`src/include/tsec_defines.svh`:
```
// register offsets, field positions and reset values for the stamp and epoch block
// assumes an external i2c slave turns bus cycles into byte register accesses
`ifndef TSEC_DEFINES_SVH
`define TSEC_DEFINES_SVH
`define TSEC_ADDR_MONTH_STAMP 8'h19
`define TSEC_ADDR_YEAR_STAMP 8'h1a
`define TSEC_ADDR_EPOCH0 8'h1b
`define TSEC_ADDR_EPOCH1 8'h1c
`define TSEC_ADDR_EPOCH2 8'h1d
`define TSEC_ADDR_EPOCH3 8'h1e
`define TSEC_MONTH_MSB 4
`define TSEC_STAMP_RESET 8'h00
`define TSEC_MONTH_RESET 5'h00
`define TSEC_EPOCH_RESET 32'h0000_0000
`define TSEC_EPOCH_ONE 32'h0000_0001
`define TSEC_READ_IDLE 8'h00
`endif

```
`src/include/tsec_pkg.sv`:
```
// types shared by the stamp and epoch block
// assumes tsec_defines.svh is available to the design files
package tsec_pkg;
   // one byte access from the i2c slave
   typedef struct packed {
      logic wr;
      logic rd;
      logic [7:0] addr;
      logic [7:0] wdata;
   } tsec_bus_req_t;
   // calendar values offered by the time keeper at a stamp event
   typedef struct packed {
      logic [4:0] month;
      logic [7:0] year;
   } tsec_cal_t;
endpackage : tsec_pkg

```
`src/tsec_top.sv`:
```
// stamp month/year capture and 32-bit binary epoch seconds counter with byte registers
// assumes bus requests, tick and stamp events are synchronous single-cycle pulses
//
// Contract
// - month stamp holds BCD month in bits 4:0, 01 to 12 once captured
// - month stamp bits 7:5 always read zero, writes ignored
// - stamp clear written one clears month stamp to 00h
// - after reset or clear month is 00 until next capture gives a month
// - year stamp holds two BCD digits in all eight bits, 00 to 99
// - both stamp registers read-only; writes leave them unchanged
// - stamps capture only while stamp enable is one
// - overwrite select chooses first event kept or latest event shown
// - stamp clear written one also clears year stamp to 00h
// - a 32-bit epoch seconds counter kept in plain binary
// - epoch counter wraps from all ones to zero
// - epoch counter increments once per tuned 1 Hz tick
// - four epoch byte registers readable and writable, writes load counter
// - increments suppressed while a bus write to epoch registers runs
// - epoch registers always readable, writes blocked while write_protect_i is one
// - lowest epoch byte register shows counter bits 7:0
// - second epoch byte register shows counter bits 15:8
// - third and fourth bytes show bits 23:16 and 31:24 at next addresses
// - month stamp sits just before year stamp and resets to zero
`timescale 1ns/1ps
`include "tsec_defines.svh"

module tsec_top #(
   parameter int EPOCH_W = 32
) (
   // clock, reset, enable
   input wire logic sys_clk_i,
   input wire logic srst_i,
   input wire logic ce_i,
   // byte register access from the i2c slave
   input wire tsec_pkg::tsec_bus_req_t bus_req_i,
   input wire logic bus_wr_txn_i,
   input wire logic bus_rd_start_i,
   output logic [7:0] bus_rdata_o,
   output logic bus_rvalid_o,
   // stamp control and event
   input wire logic stamp_enable_i,
   input wire logic stamp_overwrite_select_i,
   input wire logic stamp_clear_i,
   input wire logic stamp_event_i,
   input wire tsec_pkg::tsec_cal_t stamp_cal_i,
   // tick and protection
   input wire logic tick_1hz_i,
   input wire logic write_protect_i,
   // state views
   output logic [EPOCH_W-1:0] epoch_count_o,
   output logic stamp_valid_o
);

   //==========================================================
   // helpers
   function automatic logic is_epoch_addr(input logic [7:0] a);
      is_epoch_addr = (a >= `TSEC_ADDR_EPOCH0) && (a <= `TSEC_ADDR_EPOCH3);
   endfunction : is_epoch_addr

   function automatic logic [1:0] epoch_lane(input logic [7:0] a);
      logic [7:0] d;
      d = a - `TSEC_ADDR_EPOCH0;
      epoch_lane = d[1:0];
   endfunction : epoch_lane

   //==========================================================
   // stamp registers
   logic [4:0] month_stamp_r;
   logic [7:0] year_stamp_r;
   logic stamp_valid_r;
   logic stamp_take;

   // first-event mode keeps the stamp once taken; latest mode always updates
   assign stamp_take = stamp_event_i && stamp_enable_i
      && (stamp_overwrite_select_i || !stamp_valid_r);

   // a capture wins over a clear in the same cycle
   always_ff @(posedge sys_clk_i)
   begin
      if (srst_i)
         month_stamp_r <= `TSEC_MONTH_RESET;
      else if (ce_i)
      begin
         if (stamp_take)
            month_stamp_r <= stamp_cal_i.month;
         else if (stamp_clear_i)
            month_stamp_r <= `TSEC_MONTH_RESET;
      end
   end

   always_ff @(posedge sys_clk_i)
   begin
      if (srst_i)
         year_stamp_r <= `TSEC_STAMP_RESET;
      else if (ce_i)
      begin
         if (stamp_take)
            year_stamp_r <= stamp_cal_i.year;
         else if (stamp_clear_i)
            year_stamp_r <= `TSEC_STAMP_RESET;
      end
   end

   // the valid flag is what lets first-event mode refuse later captures
   always_ff @(posedge sys_clk_i)
   begin
      if (srst_i)
         stamp_valid_r <= 1'b0;
      else if (ce_i)
      begin
         if (stamp_take)
            stamp_valid_r <= 1'b1;
         else if (stamp_clear_i)
            stamp_valid_r <= 1'b0;
      end
   end

   //==========================================================
   // epoch counter
   logic [EPOCH_W-1:0] epoch_r;
   logic [EPOCH_W-1:0] epoch_nxt;
   logic ep_wr;
   logic [1:0] lane;

   assign ep_wr = bus_req_i.wr && is_epoch_addr(bus_req_i.addr) && !write_protect_i;
   assign lane = epoch_lane(bus_req_i.addr);

   always_comb
   begin
      epoch_nxt = epoch_r;
      // tick held off for the whole write transaction
      if (tick_1hz_i && !bus_wr_txn_i && !bus_req_i.wr)
         epoch_nxt = epoch_r + EPOCH_W'(`TSEC_EPOCH_ONE);
      if (ep_wr)
         epoch_nxt[lane*8 +: 8] = bus_req_i.wdata;
   end

   always_ff @(posedge sys_clk_i)
   begin
      if (srst_i)
         epoch_r <= EPOCH_W'(`TSEC_EPOCH_RESET);
      else if (ce_i)
         epoch_r <= epoch_nxt;
   end

   //==========================================================
   // read path with snapshot
   logic [EPOCH_W-1:0] snap_r;
   logic [7:0] rdata_r;
   logic rvalid_r;

   always_ff @(posedge sys_clk_i)
   begin
      if (srst_i)
         snap_r <= EPOCH_W'(`TSEC_EPOCH_RESET);
      else if (ce_i && bus_rd_start_i)
         snap_r <= epoch_r;
   end

   always_ff @(posedge sys_clk_i)
   begin
      if (srst_i)
         rdata_r <= `TSEC_READ_IDLE;
      else if (ce_i)
      begin
         if (bus_req_i.rd)
         begin
            if (bus_req_i.addr == `TSEC_ADDR_MONTH_STAMP)
               rdata_r <= {3'h0, month_stamp_r};
            else if (bus_req_i.addr == `TSEC_ADDR_YEAR_STAMP)
               rdata_r <= year_stamp_r;
            else if (bus_req_i.addr == `TSEC_ADDR_EPOCH0)
               rdata_r <= snap_r[7:0];
            else if (bus_req_i.addr == `TSEC_ADDR_EPOCH1)
               rdata_r <= snap_r[15:8];
            else if (bus_req_i.addr == `TSEC_ADDR_EPOCH2)
               rdata_r <= snap_r[23:16];
            else if (bus_req_i.addr == `TSEC_ADDR_EPOCH3)
               rdata_r <= snap_r[31:24];
            else
               rdata_r <= `TSEC_READ_IDLE;
         end
      end
   end

   always_ff @(posedge sys_clk_i)
   begin
      if (srst_i)
         rvalid_r <= 1'b0;
      else if (ce_i)
         rvalid_r <= bus_req_i.rd;
   end

   assign bus_rdata_o = rdata_r;
   assign bus_rvalid_o = rvalid_r;
   assign epoch_count_o = epoch_r;
   assign stamp_valid_o = stamp_valid_r;

   //==========================================================
   // checks
   a_month_high_zero: assert property (
      @(posedge sys_clk_i) disable iff (srst_i)
      ce_i && bus_req_i.rd && bus_req_i.addr == `TSEC_ADDR_MONTH_STAMP
      |=> bus_rdata_o[7:5] == 3'h0)
      else $error("month stamp high bits not zero");
   a_month_capture: assert property (
      @(posedge sys_clk_i) disable iff (srst_i)
      ce_i && stamp_take
      |=> month_stamp_r == $past(stamp_cal_i.month))
      else $error("month stamp not captured");
   a_stamp_clear_month: assert property (
      @(posedge sys_clk_i) disable iff (srst_i)
      ce_i && stamp_clear_i && !stamp_event_i
      |=> month_stamp_r == `TSEC_MONTH_RESET)
      else $error("month stamp not cleared");
   a_stamp_clear_year: assert property (
      @(posedge sys_clk_i) disable iff (srst_i)
      ce_i && stamp_clear_i && !stamp_event_i
      |=> year_stamp_r == `TSEC_STAMP_RESET)
      else $error("year stamp not cleared");
   a_valid_clear: assert property (
      @(posedge sys_clk_i) disable iff (srst_i)
      ce_i && stamp_clear_i && !stamp_take
      |=> !stamp_valid_r)
      else $error("stamp valid not cleared");
   a_month_first_take: assert property (
      @(posedge sys_clk_i) disable iff (srst_i)
      ce_i && stamp_take && !stamp_valid_r
      |=> stamp_valid_r && month_stamp_r == $past(stamp_cal_i.month))
      else $error("first stamp not taken");

   a_stamp_write_ignored: assert property (
      @(posedge sys_clk_i) disable iff (srst_i)
      ce_i && bus_req_i.wr && !stamp_event_i && !stamp_clear_i
      |=> $stable(year_stamp_r) && $stable(month_stamp_r))
      else $error("stamp changed by write");
   a_year_read: assert property (
      @(posedge sys_clk_i) disable iff (srst_i)
      ce_i && bus_req_i.rd && bus_req_i.addr == `TSEC_ADDR_YEAR_STAMP
      |=> bus_rdata_o == $past(year_stamp_r))
      else $error("year stamp read wrong");
   a_stamp_disabled: assert property (
      @(posedge sys_clk_i) disable iff (srst_i)
      ce_i && !stamp_enable_i && !stamp_clear_i
      |=> $stable(year_stamp_r))
      else $error("stamp captured while disabled");
   a_month_disabled: assert property (
      @(posedge sys_clk_i) disable iff (srst_i)
      ce_i && !stamp_enable_i && !stamp_clear_i
      |=> $stable(month_stamp_r))
      else $error("month captured while disabled");
   a_stamp_first_kept: assert property (
      @(posedge sys_clk_i) disable iff (srst_i)
      ce_i && stamp_valid_r && !stamp_overwrite_select_i && !stamp_clear_i
      |=> $stable(month_stamp_r))
      else $error("first stamp overwritten");
   a_year_first_kept: assert property (
      @(posedge sys_clk_i) disable iff (srst_i)
      ce_i && stamp_valid_r && !stamp_overwrite_select_i && !stamp_clear_i
      |=> $stable(year_stamp_r))
      else $error("first year stamp overwritten");
   a_stamp_latest: assert property (
      @(posedge sys_clk_i) disable iff (srst_i)
      ce_i && stamp_event_i && stamp_enable_i && stamp_overwrite_select_i
      |=> year_stamp_r == $past(stamp_cal_i.year))
      else $error("latest stamp not taken");

   a_epoch_tick: assert property (
      @(posedge sys_clk_i) disable iff (srst_i)
      ce_i && tick_1hz_i && !bus_wr_txn_i && !bus_req_i.wr
      |=> epoch_r == $past(epoch_r) + EPOCH_W'(`TSEC_EPOCH_ONE))
      else $error("epoch did not advance");
   a_epoch_idle: assert property (
      @(posedge sys_clk_i) disable iff (srst_i)
      ce_i && !tick_1hz_i && !ep_wr
      |=> $stable(epoch_r))
      else $error("epoch moved without tick");
   a_epoch_wrap: assert property (
      @(posedge sys_clk_i) disable iff (srst_i)
      ce_i && tick_1hz_i && !bus_wr_txn_i && !bus_req_i.wr && (&epoch_r)
      |=> epoch_r == EPOCH_W'(`TSEC_EPOCH_RESET))
      else $error("epoch did not wrap");
   a_epoch_hold: assert property (
      @(posedge sys_clk_i) disable iff (srst_i)
      ce_i && bus_wr_txn_i && !bus_req_i.wr
      |=> $stable(epoch_r))
      else $error("epoch moved during write");
   a_epoch_protect: assert property (
      @(posedge sys_clk_i) disable iff (srst_i)
      ce_i && bus_req_i.wr && write_protect_i
      |=> $stable(epoch_r))
      else $error("protected epoch written");

   a_epoch_load0: assert property (
      @(posedge sys_clk_i) disable iff (srst_i)
      ce_i && ep_wr && bus_req_i.addr == `TSEC_ADDR_EPOCH0
      |=> epoch_r[7:0] == $past(bus_req_i.wdata))
      else $error("epoch byte 0 not loaded");
   a_epoch_load1: assert property (
      @(posedge sys_clk_i) disable iff (srst_i)
      ce_i && ep_wr && bus_req_i.addr == `TSEC_ADDR_EPOCH1
      |=> epoch_r[15:8] == $past(bus_req_i.wdata))
      else $error("epoch byte 1 not loaded");
   a_epoch_load2: assert property (
      @(posedge sys_clk_i) disable iff (srst_i)
      ce_i && ep_wr && bus_req_i.addr == `TSEC_ADDR_EPOCH2
      |=> epoch_r[23:16] == $past(bus_req_i.wdata))
      else $error("epoch byte 2 not loaded");
   a_epoch_load3: assert property (
      @(posedge sys_clk_i) disable iff (srst_i)
      ce_i && ep_wr && bus_req_i.addr == `TSEC_ADDR_EPOCH3
      |=> epoch_r[31:24] == $past(bus_req_i.wdata))
      else $error("epoch byte 3 not loaded");

   a_epoch_read0: assert property (
      @(posedge sys_clk_i) disable iff (srst_i)
      ce_i && bus_req_i.rd && bus_req_i.addr == `TSEC_ADDR_EPOCH0
      |=> bus_rdata_o == $past(snap_r[7:0]))
      else $error("epoch byte 0 read wrong");
   a_epoch_read1: assert property (
      @(posedge sys_clk_i) disable iff (srst_i)
      ce_i && bus_req_i.rd && bus_req_i.addr == `TSEC_ADDR_EPOCH1
      |=> bus_rdata_o == $past(snap_r[15:8]))
      else $error("epoch byte 1 read wrong");
   a_epoch_read2: assert property (
      @(posedge sys_clk_i) disable iff (srst_i)
      ce_i && bus_req_i.rd && bus_req_i.addr == `TSEC_ADDR_EPOCH2
      |=> bus_rdata_o == $past(snap_r[23:16]))
      else $error("epoch byte 2 read wrong");
   a_epoch_read3: assert property (
      @(posedge sys_clk_i) disable iff (srst_i)
      ce_i && bus_req_i.rd && bus_req_i.addr == `TSEC_ADDR_EPOCH3
      |=> bus_rdata_o == $past(snap_r[31:24]))
      else $error("epoch byte 3 read wrong");
   a_snap_take: assert property (
      @(posedge sys_clk_i) disable iff (srst_i)
      ce_i && bus_rd_start_i
      |=> snap_r == $past(epoch_r))
      else $error("snapshot not taken");
   a_snap_hold: assert property (
      @(posedge sys_clk_i) disable iff (srst_i)
      ce_i && !bus_rd_start_i
      |=> $stable(snap_r))
      else $error("snapshot moved");
   a_read_answer: assert property (
      @(posedge sys_clk_i) disable iff (srst_i)
      ce_i && bus_req_i.rd
      |=> bus_rvalid_o)
      else $error("read not answered");
   a_read_quiet: assert property (
      @(posedge sys_clk_i) disable iff (srst_i)
      ce_i && !bus_req_i.rd
      |=> !bus_rvalid_o)
      else $error("answer without read");
   a_enable_freeze: assert property (
      @(posedge sys_clk_i) disable iff (srst_i)
      !ce_i
      |=> $stable(epoch_r) && $stable(snap_r) && $stable(year_stamp_r))
      else $error("state moved while disabled");

endmodule : tsec_top

```
`config.mk`:
```
export PLATFORM = sky130hd
export DESIGN_NAME = tsec_top
export DESIGN_NICKNAME = d
export VERILOG_FILES = /design/src/include/tsec_pkg.sv /design/src/tsec_top.sv
export VERILOG_INCLUDE_DIRS = /design/src /design/src/include
export SDC_FILE = /design/constraint.sdc
export NUM_CORES = 1
export LEC_CHECK = 0
export BUFFER_PORTS_ARGS = -buffer_cell sky130_fd_sc_hd__buf_2
export CAP_MARGIN = 20
export CORE_ASPECT_RATIO = 0.8
export CORE_MARGIN = 2
export CORE_UTILIZATION = 61
export CTS_CLUSTER_DIAMETER = 50
export CTS_CLUSTER_SIZE = 30
export DETAILED_ROUTE_END_ITERATION = 7
export PLACE_DENSITY = 0.85
export SLEW_MARGIN = 20
export SYNTH_ARGS = -nofsm -noshare
export SYNTH_HDL_FRONTEND = slang
export SYNTH_SLANG_ARGS = --single-unit
export TNS_END_PERCENT = 10
```
`constraint.sdc`:
```
create_clock -name sys_clk_i -period 4.2 [get_ports sys_clk_i]
set_input_delay 0.84 -clock sys_clk_i [delete_from_list [all_inputs] [get_ports sys_clk_i]]
set_output_delay 0.84 -clock sys_clk_i [all_outputs]
set_load 0.05 [all_outputs]
```
==> results of run 1 <==
[worst max-delay path, cell delays in order]
cell and delay, ns:
buf_2 0.20, inv_1 0.10, ha_1 0.51, and4b_1 0.54, or4_1 0.26, nand2_1 0.07, or4b_2 0.65, a31oi_1 0.18
[state kept, by name (all words and copies together), names as in the netlist]
register / flops
month_stamp_r: 5
bus_rvalid_o: 1
stamp_valid_o: 1
year_stamp_r: 8
snap_r: 32
bus_rdata_o: 8
epoch_count_o: 32
[routing by layer]
| layer | part of all wire [%] | global-route usage (%) | vias to the layer above |
|---|---|---|---|
| li1 | - | - | 2427 |
| met1 | 41 | 47.9 | 2488 |
| met2 | 45 | 55.3 | 347 |
| met3 | 12 | 8.92 | 51 |
| met4 | 2.6 | 12.9 | 0 |
| met5 | 0 | 0 | - |
[power groups by stage]
stage / combinational (mW) / clock [mW] / sequential [mW]
finish: 0.145 / 0.593 / 0.834
global route: 0.154 / 0.627 / 0.834
CTS: 0.139 / 0.593 / 0.834
detailed placement: 0.138 / 0 / 0.853
global placement: 0.134 / 0 / 0.853
floorplan: 0.0786 / 0 / 0.857
[worst paths after layout]
kind / cells past startpoint / end / slack (ns)
worst max-delay path: 8 / epoch_count_o[21] / 1.15
worst min-delay path: 2 / snap_r[3] / 0.47
worst max register to register: 5 / epoch_count_o[21] / 1.45
worst min register to register: 2 / snap_r[3] / 0.47
[cell families (layout without fill, tap and decap cells)]
kind of cell             after synthesis  after routing  share of synthesized area (%)
multiplexers                           6              6                           1.28
buffers and inverters                 58            127                           4.73
AO/OA/AOI/OAI                        192            192                           25.5
flip-flops                            87             87                           37.0
XOR/XNOR                               1              1                          0.186
AND/OR/NAND/NOR                      270            270                           29.7
adder cells (fa/ha/maj)                6              6                           1.59
[cells in the mapped netlist, types with 4 or more instances]
| master | count |
|---|---|
| a21oi_1 | 69 |
| a22o_1 | 11 |
| a22oi_1 | 19 |
| a31oi_1 | 23 |
| a32oi_1 | 7 |
| and3_1 | 8 |
| and3b_1 | 5 |
| and4_1 | 4 |
| clkbuf_1 | 43 |
| dfxtp_1 | 87 |
| ha_1 | 6 |
| inv_1 | 11 |
| mux2i_1 | 6 |
| nand2_1 | 108 |
| nand3_1 | 22 |
| nand3b_1 | 11 |
| nand4_1 | 17 |
| nand4b_1 | 4 |
| nor2_1 | 35 |
| nor3_1 | 11 |
| nor4_1 | 7 |
| o211ai_1 | 7 |
| o21ai_0 | 32 |
| or3_1 | 8 |
| or4_1 | 6 |
[cell usage in the layout (no fill, tap or decap), types with 5 or more instances in the layout]
master    instances
nand2_1         108
dfxtp_1          87
buf_2            83
a21oi_1          69
nor2_1           35
o21ai_0          32
a31oi_1          23
nand3_1          22
a22oi_1          19
nand4_1          17
buf_4            16
inv_1            11
nand3b_1         11
nor3_1           11
a22o_1           11
clkbuf_8         10
or3_1             8
and3_1            8
a32oi_1           7
nor4_1            7
o211ai_1          7
or4_1             6
mux2i_1           6
ha_1              6
and3b_1           5
[cell type report]
class,count,area [µm²]
flip-flops and latches,87,1740
multi-input cells,475,2740
fillers,625,2020
clock inverters,6,57.6
well taps,105,131
repair buffers,100,551
inverters,11,41.3
clock buffers,10,138
[metrics by stage]
step                util, %  total power, mW
finish                 72.7             1.57
detailed placement     69.9            0.991
global placement       69.9            0.987
CTS                    72.5             1.57
global route           72.7             1.62
floorplan                 -            0.936
==> impl_results.md, run 1 <==
* RSZ-0062 raised after global routing: no
* Post-Syn Nets at 668
* PortBufs at 83
* Min-Delay Path Class: reg -> reg
* Kind of critical path: in -> reg
* Crit path from: bus_req_i[8]
* Hold slack at 0.466 ns
* Arr. time, crit path at 3.35 ns
* Area fraction of the dominant cell type after synthesis at 37.0%
* Post-Route WL at 15100 µm
* Post-synthesis cell count at 620
* Largest cells by area after synthesis: dfxtp_1 (37%), nand2_1 (8.6%), a21oi_1 (7.3%)
* Htree depth at 3
* Register area share after synthesis at 37.0%
* Post-CTS setup buffers at 0
* Hold Path Origin: snap_r[3]
* Sink Count at 87
* Peak supply drop at 0.210 mV
* Yosys warns at 0
* P&R area growth vs syn at 14.8%
* Clk_skew at 0.0102 ns
* PwrDens at 291 mW/mm²
* CTS Buf Count at 9
* TritonRoute pass-1 iters at 5
* Crit path max fanout at 28
* Combinational share of power at 9.2%
* First-pass GRT wire length at 23300 µm
* Least-Margin Pin Slew at 1.06 ns
* Initial antenna violation count at 0
* Final setup TNS at 0 ns
* Part of the power in the clock network at 37.7%
* Final worst path period share at 72.7%
* Setup crit end kind: flip-flop
* Nets@finish at 732
* Clk buf depth at 2
* Initial DRC count at 505
* Max-cap violations at 0
* DP HPWL at 10600 µm
* Final worst setup slack at 1.15 ns
* R2r startpoint: epoch_count_o[8]
* Area of the core at 0.00743 mm²
* Total die area at 0.00844 mm²
* Outcome: complete, no violations
* Vias in the first global route at 4727
* IO Pins at 84
* Hold_buf cts at 0
* Dpl ws at 0.859 ns
* Post-Place Cells at 777
* Synth Register Bits at 87
* Final setup violation count at 0
* Die X at 102 µm
* Starting Density at 63.4%
* Final cell count without fillers at 794
* Fmax at 328 MHz
* Finished Cell Area at 0.00540 mm²
* Final ANT Viol Nets at 0
* Drc violations at 0
* Share of cells above drive strength 1 at 17.7%
* Cts repair resizes at 0
* Post-synthesis async set-or-reset flop share at 0%
* Pin count of the biggest net entering global routing at 50
* Vias per inst at 6.69
* Area leader, netlist: dfxtp_1
* Max-Slew Margin vs Limit at 29.5%
* Die height at 82.6 µm
* Row count at 28
* RePlAce Congestion at 0.928
* Vias at 5313
* Wire per inst at 19.0 µm
* Endpoints failing hold at 0
* Minimum clock period at 3.05 ns
* Switching Share at 28.7%
* Flop pwr share at 53.0%
* Root buffer cell: clkbuf_8
* Pleak at 1.94 nW
* Int Pwr at 1.12 mW
* GRT Residual Overflow at 0
* Max-slew violations at 0
* Antenna cells at 0
* Startpoint type of the worst setup path: input port
* Critical Path RT at 4.49 ns
* Clock slew at reported path FFs at 0.10 ns
* Synth unique cells at 57
* Synthesized area at 0.00471 mm²
* Clock tree from TritonCTS: yes
* Clk Latency, worst-skew pair at 0.37 ns
* Dominant synthesized flop cell: dfxtp_1
* Post-place instance area at 0.00519 mm²
* Syn Area/Cell at 7.59 µm²
* Number of enable flip-flop cells after synthesis at 0
* P_sw at 0.451 mW
* Total GRT Usage at 35.5%
Note: power is estimated with default switching activity, not from simulation.
==> run 2, diff against run 1 <==
--- a/config.mk
+++ b/config.mk
@@ -10,11 +10,11 @@
 export CAP_MARGIN = 20
 export CORE_ASPECT_RATIO = 0.8
 export CORE_MARGIN = 2
-export CORE_UTILIZATION = 61
+export CORE_UTILIZATION = 56
 export CTS_CLUSTER_DIAMETER = 50
 export CTS_CLUSTER_SIZE = 30
 export DETAILED_ROUTE_END_ITERATION = 7
-export PLACE_DENSITY = 0.85
+export PLACE_DENSITY = 0.79
 export SLEW_MARGIN = 20
 export SYNTH_ARGS = -nofsm -noshare
 export SYNTH_HDL_FRONTEND = slang
==> constraint.sdc (replaced) <==
create_clock -name sys_clk_i -period 2.92 [get_ports sys_clk_i]
set_input_delay 0.584 -clock sys_clk_i [delete_from_list [all_inputs] [get_ports sys_clk_i]]
set_output_delay 0.584 -clock sys_clk_i [all_outputs]
set_load 0.05 [all_outputs]
==> run 2 against run 1 <==
Against the previous run:
- non-clock buffer count increased by 10
- register-to-register slack worse by 0.81 ns
- clock power is 36% higher
- flip-flop and latch count unchanged
- first-iteration DRC count up 11%
- global-route usage decreased by 0.81 points
- sequential power grew 44%
- wire length grew 2.7%
- utilization shrank 5.0 points
- cell count is 1.6% higher
==> impl_results.md, run 2 (synthesis results as in run 1) <==
* Peak supply drop at 0.387 mV (+85%)
* Clock tree from TritonCTS: yes
* Share of cells above drive strength 1 at 18.9% (+1.2 points)
* Nets@finish at 742 (+1.4%)
* Hold Path Origin: stamp_cal_i[5]
* Outcome: complete, no violations
* Switching Share at 28.1% (-0.57 points)
* Worst-path cell chain: buf_2 > inv_1 > ha_1 > and4b_1 > nor4_1 > nor3b_1 > buf_4 > nand3_1 > a31oi_1
* Worst Hold Depth at 3 (+1)
* IO Pins at 84 (unchanged)
* Crit path max fanout at 10 (-64%)
* Crit-path max cell delay at 0.58 ns (-0.07 ns)
* Post-place instance area at 0.00528 mm² (+1.7%)
* Clk buf depth at 2 (unchanged)
* Flop pwr share at 54.1% (+1.1 points)
* Final worst setup slack at 0.552 ns (-0.595 ns)
* Sink Count at 87 (unchanged)
* Area of the core at 0.00806 mm² (+8.5%)
* Die height at 86 µm (+4.2%)
* Final cell count without fillers at 807 (+1.6%)
* RePlAce Congestion at 0.969 (+4.4%)
* Most common cell after layout, fill and taps aside: nand2_1
* Critical path depth at 9 (+1)
* Least-Margin Pin Slew at 0.948 ns (-0.110 ns)
* Final setup violation count at 0 (unchanged)
* Number of fill cells at 722 (+16%)
* Vias per inst at 6.59 (-1.6%)
* Min-Delay Path Class: in -> reg
* Hold_buf cts at 0 (unchanged)
* Drc violations at 0 (unchanged)
* Wire per inst at 19.2 µm (+1.1%)
* Clock slew at reported path FFs at 0.09 ns (about the same)
* Dpl ws at 0.254 ns (-0.605 ns)
* Post-Place Cells at 791 (+1.8%)
* DP HPWL at 11100 µm (+4.4%)
* Combinational share of power at 9.6% (+0.4 points)
* Starting Density at 58.4% (-4.9 points)
* Final Util at 67.8% (-5.0 points)
* Clk Latency, worst-skew pair at 0.38 ns (about the same)
* GRT Residual Overflow at 0 (unchanged)
* Root buffer cell: clkbuf_8
* Pleak at 1.98 nW (+1.9%)
* Worst Path Buf+Inv at 3 (+1)
* Critical Path RT at 3.22 ns (-1.27 ns)
* Vias at 5316 (+0.056%)
* Clk_skew at 0.00728 ns (-0.00296 ns)
* Cts repair resizes at 0 (unchanged)
* Row count at 29 (+3.6%)
* Critical path's top delay family: simple AND/OR/NAND/NOR gates
* Overall power at 2.22 mW (+41%)
* P_sw at 0.624 mW (+38%)
* TritonRoute pass-1 iters at 7 (+2)
* Arr. time, crit path at 2.67 ns (-0.68 ns)
* Total die area at 0.00916 mm² (+8.5%)
* RSZ-0062 raised after global routing: no
* Minimum clock period at 2.37 ns
* R2r startpoint: epoch_count_o[0]
* Pin count of the biggest net entering global routing at 33 (-34%)
* Vias in the first global route at 4807 (+1.7%)
* PwrDens at 406 mW/mm² (+40%)
* Endpoints failing hold at 0 (unchanged)
* Reg2Reg Capture Point: epoch_count_o[24]
* Setup crit end kind: flip-flop
* Max-slew violations at 0 (unchanged)
* Hold slack at 0.458 ns (-0.00876 ns)
* Final worst path period share at 81.1%
* Hold EP: year_stamp_r[5]
* Kind of critical path: in -> reg
* First-pass GRT wire length at 24700 µm (+6.0%)
* Htree depth at 3 (unchanged)
* Post-Route WL at 15500 µm (+2.7%)
* Total GRT Usage at 34.7% (-0.81 points)
* Initial DRC count at 561 (+11%)
* Worst reg-to-reg path cell count at 7 (+2)
* Worst R2R Setup Slack at 0.64 ns (-0.81 ns)
* Int Pwr at 1.59 mW (+42%)
* Fmax at 422 MHz
* CTS Buf Count at 9 (unchanged)
* Final ANT Viol Nets at 0 (unchanged)
* P&R area growth vs syn at 16.0%
* Max-Slew Margin vs Limit at 36.8% (+7.3 points)
* Initial antenna violation count at 0 (unchanged)
* Finished Cell Area at 0.00546 mm² (+1.1%)
* Commonest non-fill, non-tap cells in the layout: nand2_1 (108), dfxtp_1 (87), buf_2 (83)
* Startpoint type of the worst setup path: input port
* Die X at 107 µm (+4.2%)
* Final setup TNS at 0 ns (unchanged)
* Post-CTS setup buffers at 0 (unchanged)
* Critical-path top delay cell: nor4_1
* PortBufs at 83 (unchanged)
* Max-cap violations at 0 (unchanged)
* Antenna cells at 0 (unchanged)
* Part of the power in the clock network at 36.4% (-1.3 points)
[run 2: changes by cell type in the layout (fill, tap and decap cells not counted), moves of 2 or more]
cell      change
buf_4        +11
clkinv_2      +2
inv_6         -2
inv_8         -2
[run 2: routing by layer]
layer	routed length (µm)	track usage (%)	share of wire, %
met2	6830	54.0	44
met5	0	0	0
met3	1820	8.81	12
met1	6520	48.3	42
met4	297	9.45	1.9
[run 2: worst reg2reg max path, stage by stage, from the launching register on]
cell	delay, ns
dfxtp_1	0.46
ha_1	0.20
nand4bb_1	0.22
nor3_1	0.24
buf_4	0.24
nand4_1	0.27
or4_1	0.49
o211ai_1	0.09
[run 2: layout make-up]
cell class	instances	area, µm²	share of cell area (%)
Clock inverter	6	43.8	0.802
Tap cell	108	135	2.47
Inverter	11	41.3	0.756
Timing Repair Buffer	110	618	11.3
Sequential cell	87	1740	31.9
Clock buffer	10	138	2.52
Multi-Input combinational cell	475	2740	50.2
[run 2: how the worst max path moves through the flow]
stage / slack (ns) / from / endpoint
2_1_floorplan: 0.41 / bus_req_i[17] / epoch_count_o[29]
3_3_place_gp: 0.23 / bus_req_i[8] / epoch_count_o[4]
3_5_place_dp: 0.25 / bus_req_i[8] / epoch_count_o[21]
4_1_cts: 0.60 / bus_req_i[8] / epoch_count_o[12]
5_1_grt: 0.42 / epoch_count_o[1] / epoch_count_o[24]
6_report: 0.55 / bus_req_i[8] / epoch_count_o[12]
[run 2: power groups by stage]
stage / Sequential [mW] / Clock, mW / Combinational [mW]
global placement: 1.23 / 0 / 0.201
global route: 1.20 / 0.862 / 0.229
CTS: 1.20 / 0.809 / 0.205
detailed placement: 1.23 / 0 / 0.205
floorplan: 1.23 / 0 / 0.113
finish: 1.20 / 0.806 / 0.213
